File: src/rrs_defines.svh
// Constants for the reset release sequencer
`ifndef RRS_DEFINES_SVH
`define RRS_DEFINES_SVH
`define RRS_CLK_HZ        40000000
`define RRS_PUD_MS        64
`define RRS_PUD_CYC       ((`RRS_CLK_HZ / 1000) * `RRS_PUD_MS)
`define RRS_POR_US        10
`define RRS_POR_CYC       ((`RRS_CLK_HZ / 1000000) * `RRS_POR_US)
`define RRS_RST_US        10
`define RRS_RST_CYC       ((`RRS_CLK_HZ / 1000000) * `RRS_RST_US)
`define RRS_FASTRC_US     15
`define RRS_FASTRC_CYC    ((`RRS_CLK_HZ / 1000000) * `RRS_FASTRC_US)
`define RRS_LPRC_US       100
`define RRS_LPRC_CYC      ((`RRS_CLK_HZ / 1000000) * `RRS_LPRC_US)
`define RRS_LOCK_US       2000
`define RRS_LOCK_CYC      ((`RRS_CLK_HZ / 1000000) * `RRS_LOCK_US)
`define RRS_OSU_PERIODS   1024
`define RRS_OSU_BITS      10
`define RRS_CAUSE_POR     16'h0003
`define RRS_CAUSE_BOR     16'h0002
`define RRS_CAUSE_EXT     16'h0080
`define RRS_CAUSE_SWR     16'h0040
`define RRS_CAUSE_WDT     16'h0010
`define RRS_CAUSE_CM      16'h0200
`define RRS_CAUSE_TRAP    16'h8000
`define RRS_CAUSE_IOP     16'h4000
`define RRS_SRC_FASTRC    3'h1
`define RRS_CALIB_RST     16'h0000
`define RRS_SFR_RST       16'h0000
`define RRS_NVM_RST       16'h0000
`define RRS_OSC_SEL_POS   12
`endif

File: src/rrs_pkg.sv
// Types for the reset release sequencer
`default_nettype none
package rrs_pkg;
  typedef enum logic [2:0] {
    RRS_SRC_EC, RRS_SRC_FASTRC, RRS_SRC_LPRC, RRS_SRC_ECPLL,
    RRS_SRC_FRCPLL, RRS_SRC_XTAL, RRS_SRC_XTPLL
  } rrs_src_t;
  typedef enum logic [1:0] { RRS_ST_RUN, RRS_ST_HOLD, RRS_ST_COUNT } rrs_state_t;
endpackage
`default_nettype wire

File: src/rrs_sequencer.sv
// Reset release sequencer: master reset timing, clock release, monitor start
`include "rrs_defines.svh"
`timescale 1ns/1ps
`default_nettype none
// Summary of operation
// Any active reset source asserts master reset
// Release only after power-on and timer delays
// Delay chosen by reset type
// Power-up delay 64 ms when regulator disabled; code applies it on power-on and brown-out, ignoring regulator_disable_pin
// Eleven-bit counter waits 1024 oscillator periods
// Clock delays run alongside reset delay
// Clock delay follows selected source
// No execution until valid clock released
// Two-speed start uses fast RC timing
// Clock monitor starts at reset release
// No clock at release switches to RC, traps
// Most registers reset alike for all types
// Cause and oscillator values depend on type
// Calibration and memory control reset only on power-on
// Deep-sleep brown-out active only when enabled
// Deep-sleep brown-out re-arms power-on reset
// All delays are parameterised cycle counts
module rrs_sequencer
  import rrs_pkg::*;
#(
  parameter int unsigned PUD_CYC    = `RRS_PUD_CYC,
  parameter int unsigned POR_CYC    = `RRS_POR_CYC,
  parameter int unsigned RST_CYC    = `RRS_RST_CYC,
  parameter int unsigned FASTRC_CYC = `RRS_FASTRC_CYC,
  parameter int unsigned LPRC_CYC   = `RRS_LPRC_CYC,
  parameter int unsigned LOCK_CYC   = `RRS_LOCK_CYC,
  parameter int unsigned OSU_N      = `RRS_OSU_PERIODS
)
(
  // Clock and block reset
  input  wire logic        clk_sys,
  input  wire logic        rst,
  // Reset sources, levels
  input  wire logic        src_por,
  input  wire logic        src_bor,
  input  wire logic        src_pin,
  input  wire logic        src_swr,
  input  wire logic        src_wdt,
  input  wire logic        src_cm,
  input  wire logic        src_trap,
  input  wire logic        src_iop,
  // Configuration
  input  wire logic        regulator_disable_pin,
  input  wire logic [2:0]  initial_osc_select_bits,
  input  wire logic [2:0]  current_osc_bits,
  input  wire logic        clock_switch_en,
  input  wire logic        two_speed_en,
  input  wire logic        monitor_en,
  input  wire logic        deep_sleep_brownout_enable,
  input  wire logic        deep_sleep_mode,
  input  wire logic        vdd_below_por,
  // Oscillator side
  input  wire logic        osc_tick,
  input  wire logic        osc_running,
  input  wire logic        pll_locked,
  // Outputs
  output logic             master_reset_out,
  output logic             clock_released,
  output logic             cpu_run,
  output logic             clock_fail_monitor,
  output logic             fast_internal_rc_osc,
  output logic             trap_service_routine,
  output logic             deep_sleep_brownout,
  output logic [15:0]      reset_cause_register,
  output logic [15:0]      oscillator_control_register,
  output logic [15:0]      clock_calibration_register,
  output logic [15:0]      nvm_control_register,
  output logic [15:0]      sfr_reset_value
);

  // Wide enough for the longest sum of delays
  localparam int CW = 32;

  // Cycle count of the clock delay for a source
  function automatic logic [CW-1:0] clk_delay(input logic [2:0] sel, input logic two);
    logic [CW-1:0] d;
    d = '0;
    if (two)
      d = FASTRC_CYC;
    else if (sel == RRS_SRC_FASTRC)
      d = FASTRC_CYC;
    else if (sel == RRS_SRC_LPRC)
      d = LPRC_CYC;
    else if (sel == RRS_SRC_ECPLL)
      d = LOCK_CYC;
    else if (sel == RRS_SRC_FRCPLL)
      d = FASTRC_CYC + LOCK_CYC;
    else if (sel == RRS_SRC_XTPLL)
      d = LOCK_CYC;
    return d;
  endfunction

  // Deep-sleep re-arm turns a supply drop into a power-on event
  logic dsb_active;
  logic por_any;
  logic any_src;
  assign dsb_active = deep_sleep_brownout_enable & deep_sleep_mode;
  assign por_any    = src_por | (dsb_active & vdd_below_por);
  assign any_src    = por_any | src_bor | src_pin | src_swr | src_wdt
                    | src_cm | src_trap | src_iop;

  // Sequencer state
  rrs_state_t    st_r, st_nxt;
  logic [CW-1:0] rcnt_r, rcnt_nxt;          // Master reset delay counter
  logic [CW-1:0] ccnt_r, ccnt_nxt;          // Clock delay counter
  logic [`RRS_OSU_BITS:0] osu_r, osu_nxt;   // Oscillator period counter
  logic          xtal_r, xtal_nxt;          // Crystal wait active
  logic          pll_r, pll_nxt;            // PLL lock wait active
  logic          mrst_r, mrst_nxt;
  logic          crel_r, crel_nxt;
  logic          mon_r, mon_nxt;
  logic          rco_r, rco_nxt;            // Running from fast RC
  logic          trap_r, trap_nxt;
  logic [15:0]   cause_r, cause_nxt;
  logic [15:0]   osc_r, osc_nxt;
  logic [15:0]   cal_r, cal_nxt;
  logic [15:0]   nvm_r, nvm_nxt;
  logic [2:0]    sel;

  // Next state: reset counts and clock counts in parallel
  always_comb
  begin
    st_nxt    = st_r;
    rcnt_nxt  = rcnt_r;
    ccnt_nxt  = ccnt_r;
    osu_nxt   = osu_r;
    xtal_nxt  = xtal_r;
    pll_nxt   = pll_r;
    mrst_nxt  = mrst_r;
    crel_nxt  = crel_r;
    mon_nxt   = mon_r;
    rco_nxt   = rco_r;
    trap_nxt  = trap_r;
    cause_nxt = cause_r;
    osc_nxt   = osc_r;
    cal_nxt   = cal_r;
    nvm_nxt   = nvm_r;
    // Source choice: config bits after power-on/brown-out or with switching off, else current
    sel = (por_any | src_bor | ~clock_switch_en) ? initial_osc_select_bits
                                                 : current_osc_bits;
    if (any_src)
    begin
      // Sources held: reload delays, type decides the length
      st_nxt   = RRS_ST_HOLD;
      mrst_nxt = 1'b1;
      crel_nxt = 1'b0;
      mon_nxt  = 1'b0;
      trap_nxt = 1'b0;
      if (por_any)
        rcnt_nxt = CW'(POR_CYC) + CW'(RST_CYC) + CW'(PUD_CYC);
      else if (src_bor)
        rcnt_nxt = CW'(RST_CYC) + CW'(PUD_CYC);
      else
        rcnt_nxt = CW'(RST_CYC);
      ccnt_nxt = clk_delay(sel, two_speed_en);
      xtal_nxt = ~two_speed_en & ((sel == RRS_SRC_XTAL) | (sel == RRS_SRC_XTPLL));
      pll_nxt  = ~two_speed_en & ((sel == RRS_SRC_ECPLL) | (sel == RRS_SRC_FRCPLL)
                                | (sel == RRS_SRC_XTPLL));
      osu_nxt  = '0;
      rco_nxt  = two_speed_en | (sel == RRS_SRC_FASTRC) | (sel == RRS_SRC_FRCPLL);
      // Sticky cause bits set by type; power-on clears the rest
      if (por_any)
        cause_nxt = `RRS_CAUSE_POR;
      else
      begin
        if (src_bor)  cause_nxt = cause_nxt | `RRS_CAUSE_BOR;
        if (src_pin)  cause_nxt = cause_nxt | `RRS_CAUSE_EXT;
        if (src_swr)  cause_nxt = cause_nxt | `RRS_CAUSE_SWR;
        if (src_wdt)  cause_nxt = cause_nxt | `RRS_CAUSE_WDT;
        if (src_cm)   cause_nxt = cause_nxt | `RRS_CAUSE_CM;
        if (src_trap) cause_nxt = cause_nxt | `RRS_CAUSE_TRAP;
        if (src_iop)  cause_nxt = cause_nxt | `RRS_CAUSE_IOP;
      end
      osc_nxt = {1'b0, (two_speed_en ? `RRS_SRC_FASTRC : sel), 12'h000};
      if (por_any)
      begin
        cal_nxt = `RRS_CALIB_RST;
        nvm_nxt = `RRS_NVM_RST;
      end
    end
    else
    begin
      // Clock timers run whether or not master reset is still held
      if (ccnt_r != '0)
        ccnt_nxt = ccnt_r - CW'(1);
      if (xtal_r && osc_running && osc_tick && osu_r != (`RRS_OSU_BITS+1)'(OSU_N))
        osu_nxt = osu_r + 1'b1;
      case (st_r)
        RRS_ST_HOLD:
        begin
          st_nxt = RRS_ST_COUNT;
        end
        RRS_ST_COUNT:
        begin
          // Release once every master reset delay has run out
          if (rcnt_r <= CW'(1))
          begin
            rcnt_nxt = '0;
            mrst_nxt = 1'b0;
            st_nxt   = RRS_ST_RUN;
            mon_nxt  = monitor_en;
            // Monitor finds no valid clock: fall back to RC and trap
            if (monitor_en && (xtal_r ? ~osc_running : 1'b0))
            begin
              rco_nxt  = 1'b1;
              trap_nxt = 1'b1;
              xtal_nxt = 1'b0;
              pll_nxt  = 1'b0;
              osc_nxt  = {1'b0, `RRS_SRC_FASTRC, 12'h000};
            end
          end
          else
            rcnt_nxt = rcnt_r - CW'(1);
        end
        default:
        begin
          st_nxt = RRS_ST_RUN;
        end
      endcase
      // Clock goes to the system only when all start-up waits are over
      if (!mrst_r && ccnt_r == '0 && (!xtal_r || osu_r == (`RRS_OSU_BITS+1)'(OSU_N))
          && (!pll_r || pll_locked))
        crel_nxt = 1'b1;
    end
  end

  // Register all sequencer state; the deep-sleep and run flops follow below
  always_ff @(posedge clk_sys)
  begin
    if (rst)
    begin
      st_r    <= RRS_ST_HOLD;
      rcnt_r  <= CW'(POR_CYC) + CW'(RST_CYC) + CW'(PUD_CYC);
      ccnt_r  <= '0;
      osu_r   <= '0;
      xtal_r  <= 1'b0;
      pll_r   <= 1'b0;
      mrst_r  <= 1'b1;
      crel_r  <= 1'b0;
      mon_r   <= 1'b0;
      rco_r   <= 1'b1;
      trap_r  <= 1'b0;
      cause_r <= `RRS_CAUSE_POR;
      osc_r   <= 16'h0000;
      cal_r   <= `RRS_CALIB_RST;
      nvm_r   <= `RRS_NVM_RST;
    end
    else
    begin
      st_r    <= st_nxt;
      rcnt_r  <= rcnt_nxt;
      ccnt_r  <= ccnt_nxt;
      osu_r   <= osu_nxt;
      xtal_r  <= xtal_nxt;
      pll_r   <= pll_nxt;
      mrst_r  <= mrst_nxt;
      crel_r  <= crel_nxt;
      mon_r   <= mon_nxt;
      rco_r   <= rco_nxt;
      trap_r  <= trap_nxt;
      cause_r <= cause_nxt;
      osc_r   <= osc_nxt;
      cal_r   <= cal_nxt;
      nvm_r   <= nvm_nxt;
    end
  end

  // Status flop for the deep-sleep detector
  logic dsb_r;
  always_ff @(posedge clk_sys)
  begin
    if (rst)
      dsb_r <= 1'b0;
    else
      dsb_r <= dsb_active;
  end

  // Run flop: CPU starts one cycle after the clock is released,
  // so code never sees the edge on which the clock first arrives
  logic run_r;
  always_ff @(posedge clk_sys)
  begin
    if (rst)
      run_r <= 1'b0;
    else
      run_r <= crel_r & ~mrst_nxt;
  end

  // Outputs straight from flops or a constant
  assign master_reset_out            = mrst_r;
  assign clock_released              = crel_r;
  assign cpu_run                     = run_r;
  assign clock_fail_monitor          = mon_r;
  assign fast_internal_rc_osc        = rco_r;
  assign trap_service_routine        = trap_r;
  assign deep_sleep_brownout         = dsb_r;
  assign reset_cause_register        = cause_r;
  assign oscillator_control_register = osc_r;
  assign clock_calibration_register  = cal_r;
  assign nvm_control_register        = nvm_r;
  assign sfr_reset_value             = `RRS_SFR_RST;

endmodule
`default_nettype wire

File: config.mk
export PLATFORM = sky130hd
export DESIGN_NAME = rrs_sequencer
export DESIGN_NICKNAME = d
export VERILOG_FILES = /design/src/rrs_pkg.sv /design/src/rrs_sequencer.sv
export VERILOG_INCLUDE_DIRS = /design/src
export SDC_FILE = /design/constraint.sdc
export NUM_CORES = 1
export LEC_CHECK = 0
export ABC_AREA = 1
export CAP_MARGIN = 20
export CORE_ASPECT_RATIO = 0.75
export CORE_MARGIN = 2
export CORE_UTILIZATION = 47
export DETAILED_ROUTE_END_ITERATION = 8
export DONT_BUFFER_PORTS = 1
export GPL_TIMING_DRIVEN = 0
export RECOVER_POWER = 25
export SLEW_MARGIN = 0
export SYNTH_ARGS = -nofsm -noshare
export SYNTH_HDL_FRONTEND = slang
export SYNTH_SLANG_ARGS = --single-unit
File: constraint.sdc
create_clock -name clk_sys -period 1.9 [get_ports clk_sys]
set_clock_uncertainty 0.1 [all_clocks]
set_input_delay 0.285 -clock clk_sys [delete_from_list [all_inputs] [get_ports clk_sys]]
set_output_delay 0.285 -clock clk_sys [all_outputs]
set_load 0.1 [all_outputs]
* Word level (Yosys, flattened, before mapping) *
Cells that the tools add are included.

word-level totals
  output and inout port bits = 87
  input bits = 26
  logic and storage cells = 117
  bits in registers = 105

operators by class
  equality and inequality tests = 11
  bitwise gates (word level) = 23
  reductions and logical operators = 22
  order comparisons = 1
  $add $sub $neg = 3
  muxes and demuxes = 42

operator list
  kind                   number
  $mux 32                6
  $mux 17                6
  $mux 15                5
  $sub 32x1->32 const B  2
  $le 32x1->1 const B    1
  $logic_not 32->1       1
  $mux 16                2
  $reduce_bool 32->1     1
  $mux 22                1
  $or 1x1->1             14
  $mux 1                 13
  $add 11x1->11 const B  1
  $eq 11x11->1 const B   1
  $ne 11x11->1 const B   1
  $mux 10                1
  $eq 3x3->1 const B     3
  $mux 8                 1
  $reduce_bool 2->1      4
  $logic_and 1x1->1      7
  $mux 7                 1
  $eq 3x2->1 const B     2
  $mux 3                 2
  $reduce_and 3->1       2
  $and 1x1->1            5
  12 further kinds       19

* Depth between registers and ports, before layout *
  word-level depth = 14
  mapped depth = 14
  gate-level depth less buffers = 13

* Worst setup path before layout *
Ideal clock, no wire load.

  path kind = register to register
  from = register rcnt_r[0]
  to = register rcnt_r[20]
  buffers on the path = 1
  setup slack = 101 ps
  stages on the path, launching flop included = 14
  data arrival time = 1583 ps
  period minus slack after synthesis = 1799 ps
  library setup time = 115 ps
  data required time = 1685 ps
  cells stage by stage = dfxtp_1 -> inv_1 -> ha_1 -> nand2_4 -> nor2_8 -> nand2_2 -> nand2_2 -> nand2_4 -> nand2_4 -> nor2_4 -> buf_6 -> nand2_2 -> nand2_1 -> and3_1

between the ends
  longest elaborated chain between the ends = 4
  elaborated cells on any way between the ends = 5
  classes of those cells = 1 x add/sub; 1 x order compare; 3 x mux

RTL lines
  what                                                 line                                        source
  start, declared                                      rrs_sequencer.sv:109                        logic [CW-1:0] rcnt_r, rcnt_nxt;
  start signal, assigned                               rrs_sequencer.sv:238                        rcnt_r <= CW'(POR_CYC) + CW'(RST_CYC) + CW'(PUD_CYC);
  start signal, assigned                               rrs_sequencer.sv:256                        rcnt_r <= rcnt_nxt;
  $sub 32x1->32 / $le 32x1->1 (equally long branches)  rrs_sequencer.sv:218, rrs_sequencer.sv:201
  $mux 32 (*)                                          rrs_sequencer.sv:201                        if (rcnt_r <= CW'(1))
  $mux 32 (*)                                          rrs_sequencer.sv:193                        case (st_r)
  $mux 32 (*)                                          rrs_sequencer.sv:146                        if (any_src)

Mark *: on every way between the ends. The rest lies on a longest branch, timed or not. The select of a mux whose other input is x is not followed.
A chain may end at the register's enable or synchronous reset.

* Worst setup path after layout *
  from = register rcnt_r[4]
  to = register rcnt_r[20]

Same word-level chain as after synthesis.

==> metrics <==
Seq cells post-synth 96; asr flop ratio synth 0; leakage power 3.37 nW; routability-driven placement congestion ratio 0.873; Post-synth EDFFs 0; Final Hold Vio Count 0; status finished, final reports clean; Post-DP HPWL 12300 um; Design Area, Final 0.00752 sq mm; drt wl/cell 14.5 um; final slew viol count 0; Initial Utilization 0.484; Clock Path Buffers 2; Max stage delay on crit path 0.36 ns; DIE HEIGHT 102 um; Crit-path slowest cell dfxtp_1; final setup violation count 0; vias in the first global route just over 5000; row cnt 35; post-place setup slack -0.335 ns; via count 6031; global-route wire length before repair between 20000 and 30000 um; sequential area share after synthesis 0.321; leading area contributor after synthesis dfxtp_1; die area between 0.01 and 0.015 sq mm; unrepaired setup endpoints after global routing true; Top delay family on crit path simple AND/OR/NAND/NOR gates; drt pass-1 iters 5; Max rail drop VDD 0.000486 V; Synth area leaders dfxtp_1 32%, nand2_1 12%, buf_4 9.2%; Power Density 742 mW/mm^2; Synth Instances 896; Boundary Pins 113; FMAX 527 MHz; Synth top cells by count 186 x nand2_1, 145 x nor2_1, 96 x dfxtp_1; number of nets in the layout 1050; Port Buf Inserts 0; share of cells above drive strength 1 0.242; type of the most critical hold path input pin to flop; Crit path buffers/inverters 2; CP endpoint kind flop; WP data required a little over 2 ns; Die X 134 um; Vias per Instance 5.07; clk_lat worst skew roughly 0.35 ns; WL final 17200 um; DP Area 0.00644 sq mm; pin count of the biggest net entering global routing 17; clock-pin slew on the worst setup and hold paths 0.07 ns; Distinct cells, synth 46; P&R area growth vs syn 25.7%; Crit Path Class flop to flop; TritonCTS clock tree yes; MaxCap Viol Count 0; crit start category flop; Mapped Area approximately 0.006 sq mm; crit path DAT 2.04 ns; Tmin final 1.90 ns; initial antenna violation count 0; final worst-path cycle share 0.999; H-tree levels 3; Mapped Avg Cell Area 6.68 sq um; gr ovfl total 0; final antenna-violating net count 0; ANT cells 0; Inst Count DP 1130; Synth Warn # 0; crit-path cells nor2_4 -> nand2_4 -> nor2_2 -> nand2_1 -> nand2_2 -> nand2_4 -> nand2_4 -> nor2_4 -> buf_12 -> clkbuf_16 -> nand2_1 -> nand2_1 -> and3_1; top cell type's share of synthesized area 0.321; predominant post-synthesis flop cell dfxtp_1; clk sinks 96; Final Power 5.58 mW; total track usage 0.244; cell with the most instances after synthesis nand2_1; CORE AREA ~0.012 sq mm; Root Buffer clkbuf_16; initial DRC count between 400 and 500; Worst Setup Slack, final between 0.002 and 0.0025 ns; CTS buffer count 9; maximum fanout along the worst path 5; residual DRC count 0; Worst-Margin Slew between 1 and 1.5 ns; fin cells 1189; Slew headroom 0.331
[area by class of cell]
type,instances,area (sq um)
Buffer,86,627
Clock buffer,10,239
Clock inverter,6,113
Fill cell,1174,4830
Inverter,87,344
Multi-Input combinational cell,696,3680
Sequential cell,96,1950
Tap cell,166,208
Timing Repair Buffer,41,360
Timing Repair inverter,1,5.00
[through the flow]
step                      TNS (ns)  hold slack [ns]  utilization
after floorplan                  0            0.299            -
after global routing         -1.20           0.0359        0.609
after CTS                 -0.00449           0.0217        0.568
after detailed placement     -8.52            0.307        0.522
final                            0           0.0284        0.609
after global placement       -7.42            0.305        0.522
[tightest hold or removal path: stages]
cell and delay [ns]:
nor2_4 0.04, o21ai_0 0.07, a21oi_1 0.04
[power by group]
group          total [mW]  switching (mW)  internal [mW]  leakage (nW)
combinational        1.25           0.952          0.298          2.41
sequential           2.18           0.134           2.05         0.784
clock                2.15           0.816           1.33         0.173
total                5.58            1.90           3.68          3.37
[state kept, by name, summed over array words and instances, names as in the netlist]
name,flops
pll_r,1
master_reset_out,1
ccnt_r,32
reset_cause_register,7
rcnt_r,32
cpu_run,1
clock_fail_monitor,1
trap_service_routine,1
deep_sleep_brownout,1
st_r,2
fast_internal_rc_osc,1
clock_released,1
osu_r,11
oscillator_control_register,3
xtal_r,1
[cell families after synthesis]
kind of cell,synth area share
AOI/OAI and AO/OA,0.0987
xor gates and xnor gates,0.0469
adders and majority gates,0.0125
buffers and inverters,0.158
DFF,0.321
other,0.00126
and+or+nand+nor,0.361
[path summary, 6_finish.rpt]
path	startpoint	endpoint	slack [ns]	depth (start not counted)
max	rcnt_r[4]	rcnt_r[20]	0.002	13
min	rst	osu_r[1]	0.03	3
max reg2reg	rcnt_r[4]	rcnt_r[20]	0.002	13
min reg2reg	osu_r[9]	osu_r[9]	0.37	2
[routing by layer]
metal / up-vias / global-route usage / routed length, um
li1: 3002 / - / -
met4: 0 / 0.0551 / 148
met2: 256 / 0.340 / 6940
met3: 15 / 0.0521 / 1540
met5: - / 0 / 0
met1: 2758 / 0.379 / 8560
[layout by cell type, fill, tap and decap left out, types with 3 or more instances in the layout]
cell,instances
bufinv_16,3
buf_4,105
nor3_2,4
a21oi_1,51
o21ai_1,4
a31oi_1,10
nand3_2,4
and2_1,3
inv_6,3
xor2_1,22
nand3_1,51
o31ai_1,4
clkbuf_1,6
xnor2_1,10
inv_1,69
o21ai_0,28
dfxtp_1,79
and3_1,3
nand2_1,179
inv_4,3
nor4_1,9
nor3_1,19
ha_1,3
dlygate4sd3_1,9
nand4_1,16
dfxtp_2,15
conb_1,70
nand2_4,6
nor2_1,118
clkbuf_16,10
nor2_2,19
or2_2,3
nand2_2,11
inv_2,12
nor2_4,24
[repair_timing]
item,CTS,global route
hold endpoints to repair,8,0
resized for setup,26,91
buffers inserted,3,28
cloned,1,2
endpoints found under the setup margin,62,71
pin swaps,3,25
hold buffers,9,0
Power figures use the tool's default switching activity.
